## src/prc_pkg.sv

```systemverilog
/*
 * Shared constants for the PLL and core regulator control block:
 * register addresses, field positions, reset values and the level decode.
 * Assumes the control port delivers whole registers in one access.
 */
package prc_pkg;

   // register addresses on the control port
   localparam logic [15:0] PRC_ADDR_REGULATOR = 16'h4001;
   localparam logic [15:0] PRC_ADDR_PLL = 16'h4002;

   localparam int PRC_PLL_W = 48;
   localparam int PRC_REG_W = 8;

   // pll parameter register fields
   localparam int PLL_DEN_MSB = 47;
   localparam int PLL_DEN_MID = 40;
   localparam int PLL_DEN_LSB = 32;
   localparam int PLL_NUM_MSB = 31;
   localparam int PLL_NUM_MID = 24;
   localparam int PLL_NUM_LSB = 16;
   localparam int PLL_INT_MSB = 14;
   localparam int PLL_INT_LSB = 11;
   localparam int PLL_XDIV_MSB = 10;
   localparam int PLL_XDIV_LSB = 9;
   localparam int PLL_TYPE_BIT = 8;
   localparam int PLL_LOCK_BIT = 1;
   localparam int PLL_EN_BIT = 0;

   // regulator register field
   localparam int REG_LVL_MSB = 2;
   localparam int REG_LVL_LSB = 1;

   // reset values
   localparam logic [15:0] PLL_DEN_RST = 16'h0753;
   localparam logic [15:0] PLL_NUM_RST = 16'h0287;
   localparam logic [3:0] PLL_INT_RST = 4'h3;
   localparam logic [1:0] PLL_XDIV_RST = 2'h0;
   localparam logic PLL_TYPE_RST = 1'h1;
   localparam logic PLL_EN_RST = 1'h1;
   localparam logic PLL_LOCK_RST = 1'h0;
   localparam logic [1:0] REG_LVL_RST = 2'h1;

   // legal integer multiplier codes
   localparam logic [3:0] PLL_INT_MIN = 4'h2;
   localparam logic [3:0] PLL_INT_MAX = 4'h8;

   localparam int PRC_SYNC_STAGES = 2;

   typedef enum logic
   {
      PRC_LOOP_INTEGER = 1'b0,
      PRC_LOOP_FRACTIONAL = 1'b1
   } prc_loop_e;

   typedef logic [10:0] prc_mv_t;

   // core supply target in millivolts for a level code
   function automatic prc_mv_t prc_level_mv(input logic [1:0] code);
      case (code)
         2'h0: prc_level_mv = 11'h5dc;
         2'h1: prc_level_mv = 11'h578;
         2'h2: prc_level_mv = 11'h640;
         2'h3: prc_level_mv = 11'h6a4;
         default: prc_level_mv = 11'h578;
      endcase
   endfunction

endpackage

```

## src/prc_ratio_if.sv

```systemverilog
/*
 * Carrier between the register file and the feedback ratio decoder.
 * Assumes both ends share the control clock; it holds no logic.
 */
`timescale 1ns/1ps
interface prc_ratio_if;
   // programmed fields
   logic [3:0] r_code;
   logic [1:0] x_code;
   logic frac;
   logic [15:0] m_den;
   logic [15:0] n_num;
   // decoded feedback setting
   logic [3:0] eff_int;
   logic [15:0] eff_num;
   logic [15:0] eff_den;
   logic [2:0] x_val;
   logic ok;

   modport cfg
   (
      output r_code, x_code, frac, m_den, n_num,
      input eff_int, eff_num, eff_den, x_val, ok
   );
   modport calc
   (
      input r_code, x_code, frac, m_den, n_num,
      output eff_int, eff_num, eff_den, x_val, ok
   );
endinterface

```

## src/prc_ratio.sv

```systemverilog
/*
 * Feedback ratio decoder: turns the programmed fields into the divider
 * setting the loop uses. Purely combinational; the top registers it.
 */
`timescale 1ns/1ps
module prc_ratio
   import prc_pkg::*;
(
   // programmed fields in, decoded setting out
   prc_ratio_if.calc rif
);

   always_comb
   begin
      rif.eff_int = rif.r_code;
      rif.x_val = 3'({1'b0, rif.x_code}) + 3'h1;
      if (rif.frac == PRC_LOOP_FRACTIONAL)
      begin
         // output = (ref / x) * (r + n / m)
         rif.eff_num = rif.n_num;
         rif.eff_den = rif.m_den;
      end
      else
      begin
         // integer loop: fraction forced to zero over a harmless denominator
         rif.eff_num = 16'h0000;
         rif.eff_den = 16'h0001;
      end
      // a zero denominator would stall the fractional accumulator
      rif.ok = (rif.r_code >= PLL_INT_MIN) && (rif.r_code <= PLL_INT_MAX)
         && ((rif.frac != PRC_LOOP_FRACTIONAL) || (rif.m_den != 16'h0000));
   end

endmodule

```

## src/prc_top.sv

```systemverilog
/*
 * PLL parameter and core regulator level control with sticky lock status.
 * Assumes a whole-register control port on ref_clk and a lock level from
 * the analog loop that is asynchronous to ref_clk.
 */
`timescale 1ns/1ps
module prc_top
   import prc_pkg::*;
#(
   parameter int SYNC_STAGES = PRC_SYNC_STAGES
)
(
   // clock, reset, enable
   input wire logic ref_clk,
   input wire logic reset,
   input wire logic ce,
   // control port, whole registers per access
   input wire logic [15:0] reg_addr,
   input wire logic reg_wr,
   input wire logic [47:0] reg_wdata,
   input wire logic reg_rd,
   output logic [47:0] reg_rdata,
   output logic reg_rvalid,
   // analog loop status, asynchronous
   input wire logic loop_locked,
   // loop controls
   output logic pll_run,
   output logic pll_frac,
   output logic [2:0] pll_in_div,
   output logic [3:0] pll_fb_int,
   output logic [15:0] pll_fb_num,
   output logic [15:0] pll_fb_den,
   output logic pll_cfg_ok,
   // regulator and status
   output logic [1:0] core_level_code,
   output prc_mv_t core_supply_mv,
   output logic lock_status
);

   // a single stage would let a metastable lock level reach the flag
   if (SYNC_STAGES < 2)
   begin : g_bad_sync
      $error("SYNC_STAGES must be at least 2");
   end

   prc_ratio_if rif();

   prc_ratio u_ratio
   (
      .rif(rif.calc)
   );

   // register file state
   logic [15:0] den;
   logic [15:0] num;
   logic [3:0] int_code;
   logic [1:0] xdiv;
   logic loop_type;
   logic pll_en;
   logic [1:0] lvl;
   logic [SYNC_STAGES-1:0] lock_sync;
   logic [15:0] next_den;
   logic [15:0] next_num;
   logic [3:0] next_int_code;
   logic [1:0] next_xdiv;
   logic next_loop_type;
   logic next_pll_en;
   logic [1:0] next_lvl;
   logic next_lock_status;
   logic [SYNC_STAGES-1:0] next_lock_sync;
   logic wr_pll;
   logic wr_reg;
   logic lock_seen;

   assign wr_pll = reg_wr && (reg_addr == PRC_ADDR_PLL);
   assign wr_reg = reg_wr && (reg_addr == PRC_ADDR_REGULATOR);
   // only the last stage is read
   assign lock_seen = lock_sync[SYNC_STAGES-1];

   always_comb
   begin
      next_den = den;
      next_num = num;
      next_int_code = int_code;
      next_xdiv = xdiv;
      next_loop_type = loop_type;
      next_pll_en = pll_en;
      next_lvl = lvl;
      next_lock_sync = {lock_sync[SYNC_STAGES-2:0], loop_locked};
      if (wr_pll)
      begin
         next_den = {reg_wdata[PLL_DEN_MSB:PLL_DEN_MID],
            reg_wdata[PLL_DEN_MID-1:PLL_DEN_LSB]};
         next_num = {reg_wdata[PLL_NUM_MSB:PLL_NUM_MID],
            reg_wdata[PLL_NUM_MID-1:PLL_NUM_LSB]};
         next_int_code = reg_wdata[PLL_INT_MSB:PLL_INT_LSB];
         next_xdiv = reg_wdata[PLL_XDIV_MSB:PLL_XDIV_LSB];
         next_loop_type = reg_wdata[PLL_TYPE_BIT];
         next_pll_en = reg_wdata[PLL_EN_BIT];
      end
      if (wr_reg)
         next_lvl = reg_wdata[REG_LVL_MSB:REG_LVL_LSB];
      // new parameters re-arm the flag; a lock seen in the same cycle wins
      if (lock_seen && pll_en)
         next_lock_status = 1'b1;
      else if (wr_pll)
         next_lock_status = 1'b0;
      else
         next_lock_status = lock_status;
   end

   always_ff @(posedge ref_clk)
   begin
      if (reset)
      begin
         den <= PLL_DEN_RST;
         num <= PLL_NUM_RST;
         int_code <= PLL_INT_RST;
         xdiv <= PLL_XDIV_RST;
         loop_type <= PLL_TYPE_RST;
         pll_en <= PLL_EN_RST;
         lvl <= REG_LVL_RST;
         lock_status <= PLL_LOCK_RST;
         lock_sync <= '0;
      end
      else if (ce)
      begin
         den <= next_den;
         num <= next_num;
         int_code <= next_int_code;
         xdiv <= next_xdiv;
         loop_type <= next_loop_type;
         pll_en <= next_pll_en;
         lvl <= next_lvl;
         lock_status <= next_lock_status;
         lock_sync <= next_lock_sync;
      end
   end

   assign rif.r_code = int_code;
   assign rif.x_code = xdiv;
   assign rif.frac = loop_type;
   assign rif.m_den = den;
   assign rif.n_num = num;

   // registered loop controls and read port
   logic [47:0] next_rdata;
   logic next_rvalid;
   logic next_pll_run;

   always_comb
   begin
      next_rdata = 48'h0;
      next_rvalid = reg_rd;
      // an illegal ratio keeps the loop idle rather than slewing wildly
      next_pll_run = pll_en && rif.ok;
      if (reg_rd && (reg_addr == PRC_ADDR_PLL))
      begin
         next_rdata[PLL_DEN_MSB:PLL_DEN_LSB] = den;
         next_rdata[PLL_NUM_MSB:PLL_NUM_LSB] = num;
         next_rdata[PLL_INT_MSB:PLL_INT_LSB] = int_code;
         next_rdata[PLL_XDIV_MSB:PLL_XDIV_LSB] = xdiv;
         next_rdata[PLL_TYPE_BIT] = loop_type;
         next_rdata[PLL_LOCK_BIT] = lock_status;
         next_rdata[PLL_EN_BIT] = pll_en;
      end
      else if (reg_rd && (reg_addr == PRC_ADDR_REGULATOR))
         next_rdata[REG_LVL_MSB:REG_LVL_LSB] = lvl;
   end

   always_ff @(posedge ref_clk)
   begin
      if (reset)
      begin
         reg_rdata <= 48'h0;
         reg_rvalid <= 1'b0;
         pll_run <= 1'b0;
         pll_frac <= PLL_TYPE_RST;
         pll_in_div <= 3'h1;
         pll_fb_int <= PLL_INT_RST;
         pll_fb_num <= PLL_NUM_RST;
         pll_fb_den <= PLL_DEN_RST;
         pll_cfg_ok <= 1'b0;
         core_level_code <= REG_LVL_RST;
         core_supply_mv <= prc_level_mv(REG_LVL_RST);
      end
      else if (ce)
      begin
         reg_rdata <= next_rdata;
         reg_rvalid <= next_rvalid;
         pll_run <= next_pll_run;
         pll_frac <= loop_type;
         pll_in_div <= rif.x_val;
         pll_fb_int <= rif.eff_int;
         pll_fb_num <= rif.eff_num;
         pll_fb_den <= rif.eff_den;
         pll_cfg_ok <= rif.ok;
         core_level_code <= lvl;
         core_supply_mv <= prc_level_mv(lvl);
      end
   end

   chk_lock_sets: assert property (
      @(posedge ref_clk) disable iff (reset)
      ce && lock_seen && pll_en |=> lock_status)
      else $error("lock flag not set after lock seen");

   chk_lock_sticky: assert property (
      @(posedge ref_clk) disable iff (reset)
      lock_status && !(ce && wr_pll) |=> lock_status)
      else $error("lock flag dropped without a parameter write");

   chk_lock_readonly: assert property (
      @(posedge ref_clk) disable iff (reset)
      ce && wr_pll && reg_wdata[PLL_LOCK_BIT] && !(lock_seen && pll_en)
      |=> !lock_status)
      else $error("write set the read-only lock flag");

   chk_enable_run: assert property (
      @(posedge ref_clk) disable iff (reset)
      ce && wr_pll && !reg_wdata[PLL_EN_BIT] ##1 ce |=> !pll_run)
      else $error("pll still running after disable");

   chk_level_supply: assert property (
      @(posedge ref_clk) disable iff (reset)
      ce && wr_reg ##1 ce && !wr_reg |=>
      core_supply_mv == prc_level_mv($past(reg_wdata[2:1], 2)))
      else $error("supply target does not follow level code");

   chk_den_bytes: assert property (
      @(posedge ref_clk) disable iff (reset)
      ce && wr_pll && reg_wdata[PLL_TYPE_BIT] ##1 ce && !wr_pll |=>
      pll_fb_den == $past(reg_wdata[47:32], 2))
      else $error("denominator byte order wrong");

   chk_num_bytes: assert property (
      @(posedge ref_clk) disable iff (reset)
      ce && wr_pll && reg_wdata[PLL_TYPE_BIT] ##1 ce && !wr_pll |=>
      pll_fb_num == $past(reg_wdata[31:16], 2))
      else $error("numerator byte order wrong");

   chk_int_field: assert property (
      @(posedge ref_clk) disable iff (reset)
      ce && wr_pll ##1 ce && !wr_pll |=>
      pll_fb_int == $past(reg_wdata[14:11], 2)
      && pll_in_div == 3'($past(reg_wdata[10:9], 2)) + 3'h1)
      else $error("integer or input divider field wrong");

   chk_int_mode: assert property (
      @(posedge ref_clk) disable iff (reset)
      ce && !loop_type |=> pll_fb_num == 16'h0 && pll_fb_den == 16'h1)
      else $error("integer loop kept a fraction");

endmodule

```

## config.mk

```make
export PLATFORM = sky130hd
export DESIGN_NAME = prc_top
export DESIGN_NICKNAME = d
export VERILOG_FILES = /design/src/prc_pkg.sv /design/src/prc_ratio_if.sv /design/src/prc_ratio.sv /design/src/prc_top.sv
export SDC_FILE = /design/constraint.sdc
export NUM_CORES = 1
export LEC_CHECK = 0
export ABC_CLOCK_PERIOD_IN_PS = 1660
export BUFFER_PORTS_ARGS = -buffer_cell sky130_fd_sc_hd__buf_2
export CELL_PAD_IN_SITES_DETAIL_PLACEMENT = 0
export CELL_PAD_IN_SITES_GLOBAL_PLACEMENT = 1
export CORE_MARGIN = 2
export CORE_UTILIZATION = 34
export CTS_BUF_LIST = sky130_fd_sc_hd__clkbuf_16
export DETAILED_ROUTE_END_ITERATION = 7
export PLACE_DENSITY = 0.77
export SYNTH_ARGS = -nofsm -noshare
export SYNTH_HDL_FRONTEND = slang
export SYNTH_SLANG_ARGS = --single-unit
```

## constraint.sdc

```tcl
create_clock -name ref_clk -period 1.66 [get_ports ref_clk]
set_input_delay 0.332 -clock ref_clk [delete_from_list [all_inputs] [get_ports ref_clk]]
set_output_delay 0.332 -clock ref_clk [all_outputs]
set_load 0.01 [all_outputs]
```

==> results of run 1 <==
-- sequential cells by signal, summed over array words and instances, names as in the netlist, 2 cells and up --
name / count
num: 16
rif.x_code: 2
lock_sync: 2
pll_in_div: 3
lvl: 2
reg_rdata: 42
core_level_code: 2
pll_fb_den: 16
int_code: 4
pll_fb_int: 4
pll_fb_num: 16
core_supply_mv: 5
den: 16
-- cell usage after synthesis, types with 2 or more instances --
cell type,instances,share of area
nor2_1,36,0.027
nand2_1,16,0.012
a21oi_1,47,0.047
inv_1,3,0.0023
mux2i_1,11,0.022
nor3_1,17,0.017
conb_1,2,0.0015
a22o_1,39,0.069
nor4_1,4,0.0050
buf_4,17,0.026
nand4_1,3,0.0038
and4_1,2,0.0035
nor4b_2,2,0.0060
a22oi_1,21,0.032
ha_1,5,0.013
buf_6,2,0.0045
nand3_1,29,0.029
a221o_1,11,0.022
o21ai_0,41,0.041
buf_2,4,0.0040
o21ai_1,5,0.0050
clkbuf_1,36,0.027
a211oi_1,3,0.0045
dfxtp_1,137,0.55
and2_1,2,0.0025
o41ai_1,2,0.0035
-- cells by family after synthesis --
kind of cell               Yosys count
AOI/OAI and AO/OA                  172
DFF                                137
and+or+nand+nor                    118
buffers and inverters               64
muxes                               11
adders and majority gates            5
other                                2
-- layout make-up --
cell class                      count  area [um2]
Clock inverter                     13         163
Clock buffer                       17         425
Timing Repair Buffer              183        1090
Multi-Input combinational cell    315        1980
Fill cell                        1441        7780
Tap cell                          184         230
Inverter                            4        15.0
Sequential cell                   137        2740
-- per-stage QoR --
| step | area [um2] | worst slack, ps |
|---|---|---|
| after floorplan | 5010 | 203 |
| after detailed placement | 6040 | -109 |
| final | 6640 | 114 |
| after global placement | 6040 | -109 |
| after global routing | 6640 | 35.6 |
| after CTS | 6630 | 47.8 |
-- power breakdown --
part / internal, mW / total, mW / switching, mW
combinational: 0.144 / 0.370 / 0.226
sequential: 3.32 / 3.33 / 0.0149
clock: 2.46 / 3.79 / 1.34
total: 5.92 / 7.50 / 1.58
-- worst max-delay path by stage --
stage,slack (ps),endpoint
6_report,110,pll_run
5_1_grt,40,pll_run
4_1_cts,50,pll_run
3_5_place_dp,-110,pll_en
3_3_place_gp,-110,pll_run
2_1_floorplan,200,den[0]
-- worst reg2reg max path, cell delays in order, from the launching register on --
cell and delay, ps:
dfxtp_1 360, nor4_1 340, nand4_1 220, nor4_4 260, buf_4 180, o41ai_1 70
-- per-layer routing --
| layer | vias up | global-route usage | wire, um |
|---|---|---|---|
| li1 | 2142 | - | - |
| met1 | 2121 | 0.231 | 6210 |
| met2 | 194 | 0.311 | 6950 |
| met3 | 21 | 0.0475 | 1060 |
| met4 | 0 | 0.0765 | 267 |
| met5 | - | 0 | 0 |
-- timing repair --
item | 4_1_cts | 5_1_grt
cloned | 0 | 0
endpoints found under the setup margin | 2 | 2
resized for setup | 1 | 1
==> flow_summary.ini, run 1 <==
[sta]
rsz_0062_raised_after_global_routing = false
slew_viol_final = 0
whs_ps = 168
setup_viol = 0
finalWorstPathRequiredPeriod_ps = 1550
fin_tns_setup_ps = 0
final_min_period_over_clock_period = 0.931
report.final.hold_viol_count = 0
final.setup_skew_ps = 7.96
maximum_clock_frequency_ghz = 0.647

[critical_path]
critical_path.cell_chain = nor4_1 -> nand4_1 -> nor4_4 -> buf_4 -> o41ai_1
register_to_register_setup_slack_ps = 110
worst_path_buf_inv = 1
path_delay_family = simple AND/OR/NAND/NOR gates
cp_data_required_time_ps = 1960
critical_path_cell_count = 5
crit_path_max_incr_delay_ps = 360
regToRegStartpoint = den[1]
r2r-end = pll_run
setup_crit_end_kind = register
timing.critical_path.from = den[1]
cp_max_fo = 4
r2r.worst_path.cells = 5
critical_path_arrival_ps = 1840
start_kind = register
timing.setup.critical_path_class = reg2reg
slowest_library_cell_on_the_worst_path = dfxtp_1

[clock_network]
clock_insertion_delay_worst_skew_ps = 420
cts.clk_slew.worst_paths_ps = 60
numCtsBuffers = 17
tritoncts = yes
clock_root_buffer_master = clkbuf_16
tritoncts_num_sinks = 137
ctsLongestPathBuffers = 2
cts.repair_timing.setup_buffer_count = 0
h-tree-depth = 4
cts_hold_bufs = 0

[outcome]
run_status = completed

[grt]
final_global_route_overflow_total = 0
grt_pass1_wl_um = 23100
via_count_of_the_first_global_routing_pass = 4297
grt_max_degree = 47
antenna_found_initial = 0
groute.usage.overall = 0.187

[finish]
net_count_reported_at_finish = 733
most_frequent_standard_cell_in_the_layout_excluding_fill_and_tap_cells = buf_2
fin_cells = 853
final_layout_size_suffix_gt1_frac = 0.327
layout.core_utilization = 0.460
n_antenna_cell = 0
syn2layout_area_growth_pct = 33.2
most-common-layout-cells = buf_2, dfxtp_1, a21oi_1

[logic_synthesis]
dominant_combinational_cell_family_by_area_after_synthesis = compound AO/OA/AOI/OAI gates
synth.cell_area_mm2 = 0.00499
synth-edff-count = 0
ys_ff_latch = 137
fraction_of_synthesized_cell_area_in_xor_and_xnor_cells = 0
yosys.area_share.simple = 0.121
area_share_of_fa_ha_maj_cells_after_synthesis = 0.0125
yosys.cell_types.count = 38
synth_area_per_cell_um2 = 9.80
ys_warn_count = 0
synth_compound_gate_area_share = 0.228
postSynth.asyncResetShare = 0
synth-seq-area-share = 0.550
post_synthesis_mux_area_share = 0.0221
synth_top_flop_cell = dfxtp_1
syn-instance-count = 509

[placed_design]
placed_cells_incl_taps = 823
hpwl_um = 10100
global_placer_s_final_weighted_congestion = 0.767
port-buffer-count = 159

[die]
io-pin-count = 175
floorplan.die.width_um = 125
dieHeight_um = 125
initial_core_util = 0.346
fp.dieArea_mm2 = 0.0157
core_area_mm2 = 0.0144
std_cell_rows = 44

[job]
max_cap_viol_count = 0

[pwr]
ir_drop_mv = 0.687
sum_of_internal_switching_and_leakage_power_mw = 7.50
power_leakage_nw = 2.84
cellPowerDensity_mw_per_mm2 = 1130

[drt]
route.detailed.vias_per_inst = 5.25
via_count = 4478
dr.pass1.iters = 5
drc_errors = 0
postRouteAntennaNets = 0
drt-initial-drc-count = 293
wl_per_cell_um = 17.0
drt-total-wl_um = 14500

[worst_hold_path]
worst_hold_path.num_cells = 3
start_point_of_the_worst_hold_path = reg_wdata[26]
worst_hold_path_type = in2reg
hold_path_end = num[10]
Note: power is estimated with default switching activity, not from simulation.
==> inputs of run 2 (changes only) <==
==> constraint.sdc (replaced) <==
create_clock -name ref_clk -period 1.66 [get_ports ref_clk]
set_input_delay 0.083 -clock ref_clk [delete_from_list [all_inputs] [get_ports ref_clk]]
set_output_delay 0.083 -clock ref_clk [all_outputs]
set_load 0.01 [all_outputs]
==> flow_summary.ini, run 2 (synthesis results as in run 1) <==
[outcome]
run_status = completed

[grt]
antenna_found_initial = 0
grt_max_degree = 40
final_global_route_overflow_total = 0
groute.usage.overall = 0.187
grt_pass1_wl_um = 23400
via_count_of_the_first_global_routing_pass = 4471

[sta]
finalWorstPathRequiredPeriod_ps = 1550
rsz_0062_raised_after_global_routing = false
final_min_period_over_clock_period = 0.937
final.setup_skew_ps = 5.30
maximum_clock_frequency_ghz = 0.643
setup_viol = 0
slew_viol_final = 0
report.final.hold_viol_count = 0

[drt]
dr.pass1.iters = 5
wl_per_cell_um = 16.5
postRouteAntennaNets = 0
drt-initial-drc-count = 229
route.detailed.vias_per_inst = 5.15
drt-total-wl_um = 14800
drc_errors = 0
via_count = 4621

[placed_design]
global_placer_s_final_weighted_congestion = 0.764
area_after_detailed_placement_mm2 = 0.00595
port-buffer-count = 159
hpwl_um = 9960

[clock_network]
cts.repair_timing.setup_buffer_count = 0
clock_insertion_delay_worst_skew_ps = 420
tritoncts_num_sinks = 137
tritoncts = yes
ctsLongestPathBuffers = 2
h-tree-depth = 4
clock_root_buffer_master = clkbuf_16
cts.clk_slew.worst_paths_ps = 60
numCtsBuffers = 17

[critical_path]
worst_path_buf_inv = 1
start_kind = register
timing.setup.critical_path_class = reg2reg
cp_data_required_time_ps = 1950
crit_path_max_incr_delay_ps = 370
critical_path_arrival_ps = 1840
setup_crit_end_kind = register
slowest_library_cell_on_the_worst_path = dfxtp_1
cp_max_fo = 4
critical_path.cell_chain = nor4_1 -> nand4_1 -> nor4_2 -> buf_4 -> o41ai_1
path_delay_family = simple AND/OR/NAND/NOR gates

[die]
std_cell_rows = 44
io-pin-count = 175
core_area_mm2 = 0.0144
initial_core_util = 0.346
floorplan.die.width_um = 125
fp.dieArea_mm2 = 0.0157
dieHeight_um = 125

[finish]
net_count_reported_at_finish = 775
syn2layout_area_growth_pct = 40.8
most-common-layout-cells = buf_2, dfxtp_1, a21oi_1
most_frequent_standard_cell_in_the_layout_excluding_fill_and_tap_cells = buf_2
finish.instance_area_mm2 = 0.00702
regMostFlops = reg_rdata
combined_area_of_the_multi_input_logic_cells_mm2 = 0.00197
layout.filler_cells = 1373
n_antenna_cell = 0
largest_register_ff_count = 42
final_layout_size_suffix_gt1_frac = 0.306
seq_area_mm2 = 0.00274

[pwr]
power_leakage_nw = 2.99
ir_drop_mv = 0.732
cellPowerDensity_mw_per_mm2 = 1090
sum_of_internal_switching_and_leakage_power_mw = 7.64

[job]
max_cap_viol_count = 0

[worst_hold_path]
worst_hold_path_type = in2reg
==> run 2: power by group <==
part           switching [mW]  total, mW  leakage [nW]  internal, mW
Clock                    1.39       3.88         0.293          2.49
Sequential             0.0157       3.33          1.11          3.32
Combinational           0.236      0.433          1.59         0.198
Total                    1.64       7.64          2.99          6.00
==> run 2: per-layer routing <==
layer  wire length, um  GRT usage  vias up
met5                 0          0        -
met4               202     0.0667        0
met3               873     0.0471       16
met2              7280      0.327      159
met1              6450      0.224     2229
li1                  -          -     2217
==> run 2: path summary, 6_finish.rpt <==
check	start	slack, ps	cells after the start	to
hold reg to reg	reg_rdata[1]	460	2	reg_rdata[1]
setup / recovery	den[1]	110	5	pll_cfg_ok
setup reg to reg	den[1]	110	5	pll_cfg_ok
hold / removal	ce	80	4	pll_fb_den[0]
==> run 2: what timing repair did <==
item / 4_1_cts / 5_1_grt
resized for setup: 1 / 0
endpoints found under the setup margin: 2 / 0
endpoints found under the hold margin: 47 / 0
hold buffers: 45 / 0
==> run 2: area by class of cell <==
type                       count  area share
clock inverter                15      0.0262
inverter                       4     0.00214
tap                          184      0.0328
clock buffer                  17      0.0606
timing repair buffer         225       0.207
multi-input combinational    315       0.280
sequential                   137       0.391
==> run 2: worst min-delay path, delay by kind of cell <==
kind            cells  cell delay, ps
simple gates        2             140
buf+inv             1             180
compound gates      1              70
==> run 2: metrics by stage <==
step / worst slack (ps) / hold WS, ps / util / std cells / TNS (ps)
detailed placement: -120 / 345 / 0.413 / 820 / -239
CTS: 29.8 / 65.5 / 0.487 / 897 / 0
global route: 0.728 / 108 / 0.487 / 897 / 0
finish: 105 / 84.8 / 0.487 / 897 / 0
global placement: -112 / 342 / 0.413 / 820 / -218
floorplan: 452 / 230 / - / 516 / 0
==> inputs of run 3 (changes only) <==
- ABC_AREA: not set -> 1
- ABC_CLOCK_PERIOD_IN_PS: 1660 -> 1900
- PLACE_DENSITY: 0.77 -> 0.78
- SKIP_LAST_GASP: not set -> 1
- clock period: 1.66 -> 1.9 ns (I/O delays scaled with it)
==> flow_summary.ini, run 3 <==
[logic_synthesis]
ys_warn_count = 0
synth_area_per_cell_um2 = 8.25
netlist.area_leader.share = 0.521
ys_ff_latch = 137
synth-edff-count = 0
synth-seq-area-share = 0.521
postSynth.asyncResetShare = 0
netlist_top_cells_area = dfxtp_1, nand2_1, a21oi_1
synth_common_cells = nand2_1, dfxtp_1, a21oi_1, inv_1, nand3_1
post-synth-top-count-cell = nand2_1
synth.cell_area_mm2 = 0.00526
yosys.cell_types.count = 34
syn-instance-count = 638
synth_top_flop_cell = dfxtp_1
synth_area_leader_cell = dfxtp_1

[drt]
route.detailed.vias_per_inst = 4.74
wl_per_cell_um = 14.3
postRouteAntennaNets = 0
drt-total-wl_um = 14700
via_count = 4849
drc_errors = 0
dr.pass1.iters = 5
drt-initial-drc-count = 336

[finish]
fin_cells = 1024
layout.filler_cells = 1500
syn2layout_area_growth_pct = 36.6
most-common-layout-cells = buf_2, nand2_1, dfxtp_1
final_layout_size_suffix_gt1_frac = 0.283
regMostFlops = reg_rdata
net_count_reported_at_finish = 898
most_frequent_standard_cell_in_the_layout_excluding_fill_and_tap_cells = buf_2
n_antenna_cell = 0
largest_register_ff_count = 42

[critical_path]
start_kind = register
setup_crit_end_kind = register
cp_max_fo = 31
r2r-end = pll_fb_num[6]
critical_path_arrival_ps = 1650
cp_data_required_time_ps = 2240
r2r.worst_path.cells = 5
regToRegStartpoint = loop_type
timing.setup.critical_path_class = reg2reg
register_to_register_setup_slack_ps = 590

[grt]
via_count_of_the_first_global_routing_pass = 4463
grt_max_degree = 83
grt_pass1_wl_um = 23100
groute.usage.overall = 0.180
final_global_route_overflow_total = 0
antenna_found_initial = 0

[worst_hold_path]
start_point_of_the_worst_hold_path = ce
hold_path_end = core_supply_mv[8]
worst_hold_path.num_cells = 3
worst_hold_path_type = in2reg

[pwr]
ir_drop_mv = 0.628
power_leakage_nw = 3.13
cellPowerDensity_mw_per_mm2 = 947

[clock_network]
clock_insertion_delay_worst_skew_ps = 420
numCtsBuffers = 17
cts.clk_slew.worst_paths_ps = 60
tritoncts_num_sinks = 137
ctsLongestPathBuffers = 2
clock_root_buffer_master = clkbuf_16
h-tree-depth = 4
tritoncts = yes

[die]
io-pin-count = 175
floorplan.die.width_um = 128
initial_core_util = 0.348
dieHeight_um = 128
std_cell_rows = 45
fp.dieArea_mm2 = 0.0165
core_area_mm2 = 0.0151

[sta]
final.setup_skew_ps = 5.91
final_min_period_over_clock_period = 0.689
report.final.hold_viol_count = 0
maximum_clock_frequency_ghz = 0.764
setup_viol = 0
timing_worst_slew_pin_value_ps = 649
whs_ps = 54.3
finalWorstPathRequiredPeriod_ps = 1310
rsz_0062_raised_after_global_routing = false
slew_headroom = 0.567
slew_viol_final = 0
fin_tns_setup_ps = 0

[placed_design]
hpwl_um = 9340
placed_cells_incl_taps = 948
port-buffer-count = 159
global_placer_s_final_weighted_congestion = 0.793

[outcome]
run_status = completed

[job]
max_cap_viol_count = 0
[run 3: cell types whose count changed in the layout (fill, tap and decap cells not counted), moves of 12 or more]
cell     delta
a21oi_1    +39
a22oi_1    -21
nand4_1    +16
nand2_2    +12
nor3_1     -14
a22o_1     -39
o21ai_0    -17
nand2_1   +140
inv_1      +32
nor2_1     -12
[run 3: final cells by class]
type                            count  area [um2]  share of cell area
Multi-Input combinational cell    411        2050               0.285
Clock inverter                     15         200              0.0278
Tap cell                          188         235              0.0327
Clock buffer                       17         425              0.0592
Inverter                           41         155              0.0216
Sequential cell                   137        2740               0.381
Timing Repair Buffer              215        1380               0.192
[run 3: per-stage QoR]
step | setup WS, ps | cell area [um2] | utilization | power (mW)
6_report | 591 | 7190 | 0.475 | 6.81
5_1_grt | 472 | 7190 | 0.475 | 7.05
4_1_cts | 552 | 7190 | 0.475 | 6.90
3_5_place_dp | 405 | 6120 | 0.404 | 3.33
3_3_place_gp | 446 | 6120 | 0.404 | 3.33
2_1_floorplan | 799 | 5290 | - | 3.17
[run 3: worst max path at each step]
stage | from | end | slack [ps] | cells past startpoint
6_report | loop_type | pll_fb_num[6] | 590 | 5
4_1_cts | loop_type | pll_fb_num[6] | 550 | 5
3_5_place_dp | ce | den[15] | 400 | 7
2_1_floorplan | reg_addr[7] | int_code[1] | 800 | 8
3_3_place_gp | ce | rif.x_code[1] | 450 | 7
5_1_grt | loop_type | pll_fb_num[6] | 470 | 5
[run 3: power breakdown]
part	switching, mW	total (mW)	internal (mW)
logic	0.222	0.406	0.184
registers	0.0194	2.93	2.91
clock network	1.28	3.48	2.20
[run 3: logic make-up after synthesis]
group                      count (synthesis)  share of synthesized area
and+or+nand+nor                          251                      0.213
AOI/OAI and AO/OA                        146                      0.159
DFF                                      137                      0.521
buffers and inverters                     97                     0.0941
adders and majority gates                  5                     0.0119
other                                      2                    0.00143
[run 3: routing by layer]
metal,vias to the layer above,share of wire,GRT usage
met4,0,0.014,0.0672
met3,18,0.055,0.0482
li1,2463,-,-
met2,136,0.45,0.287
met5,-,0,0
met1,2232,0.48,0.235
[run 3: what timing repair did]
action / in CTS / in global routing
setup buffers: 0 / 0
hold buffers: 44 / 0
resized for setup: 0 / 0
hold endpoints to repair: 44 / 0
[run 3: critical path: stages (launching register included)]
cell	delay, ps
dfxtp_1	420
nand2_1	130
inv_1	80
buf_4	340
nand2_1	90
a21oi_1	160
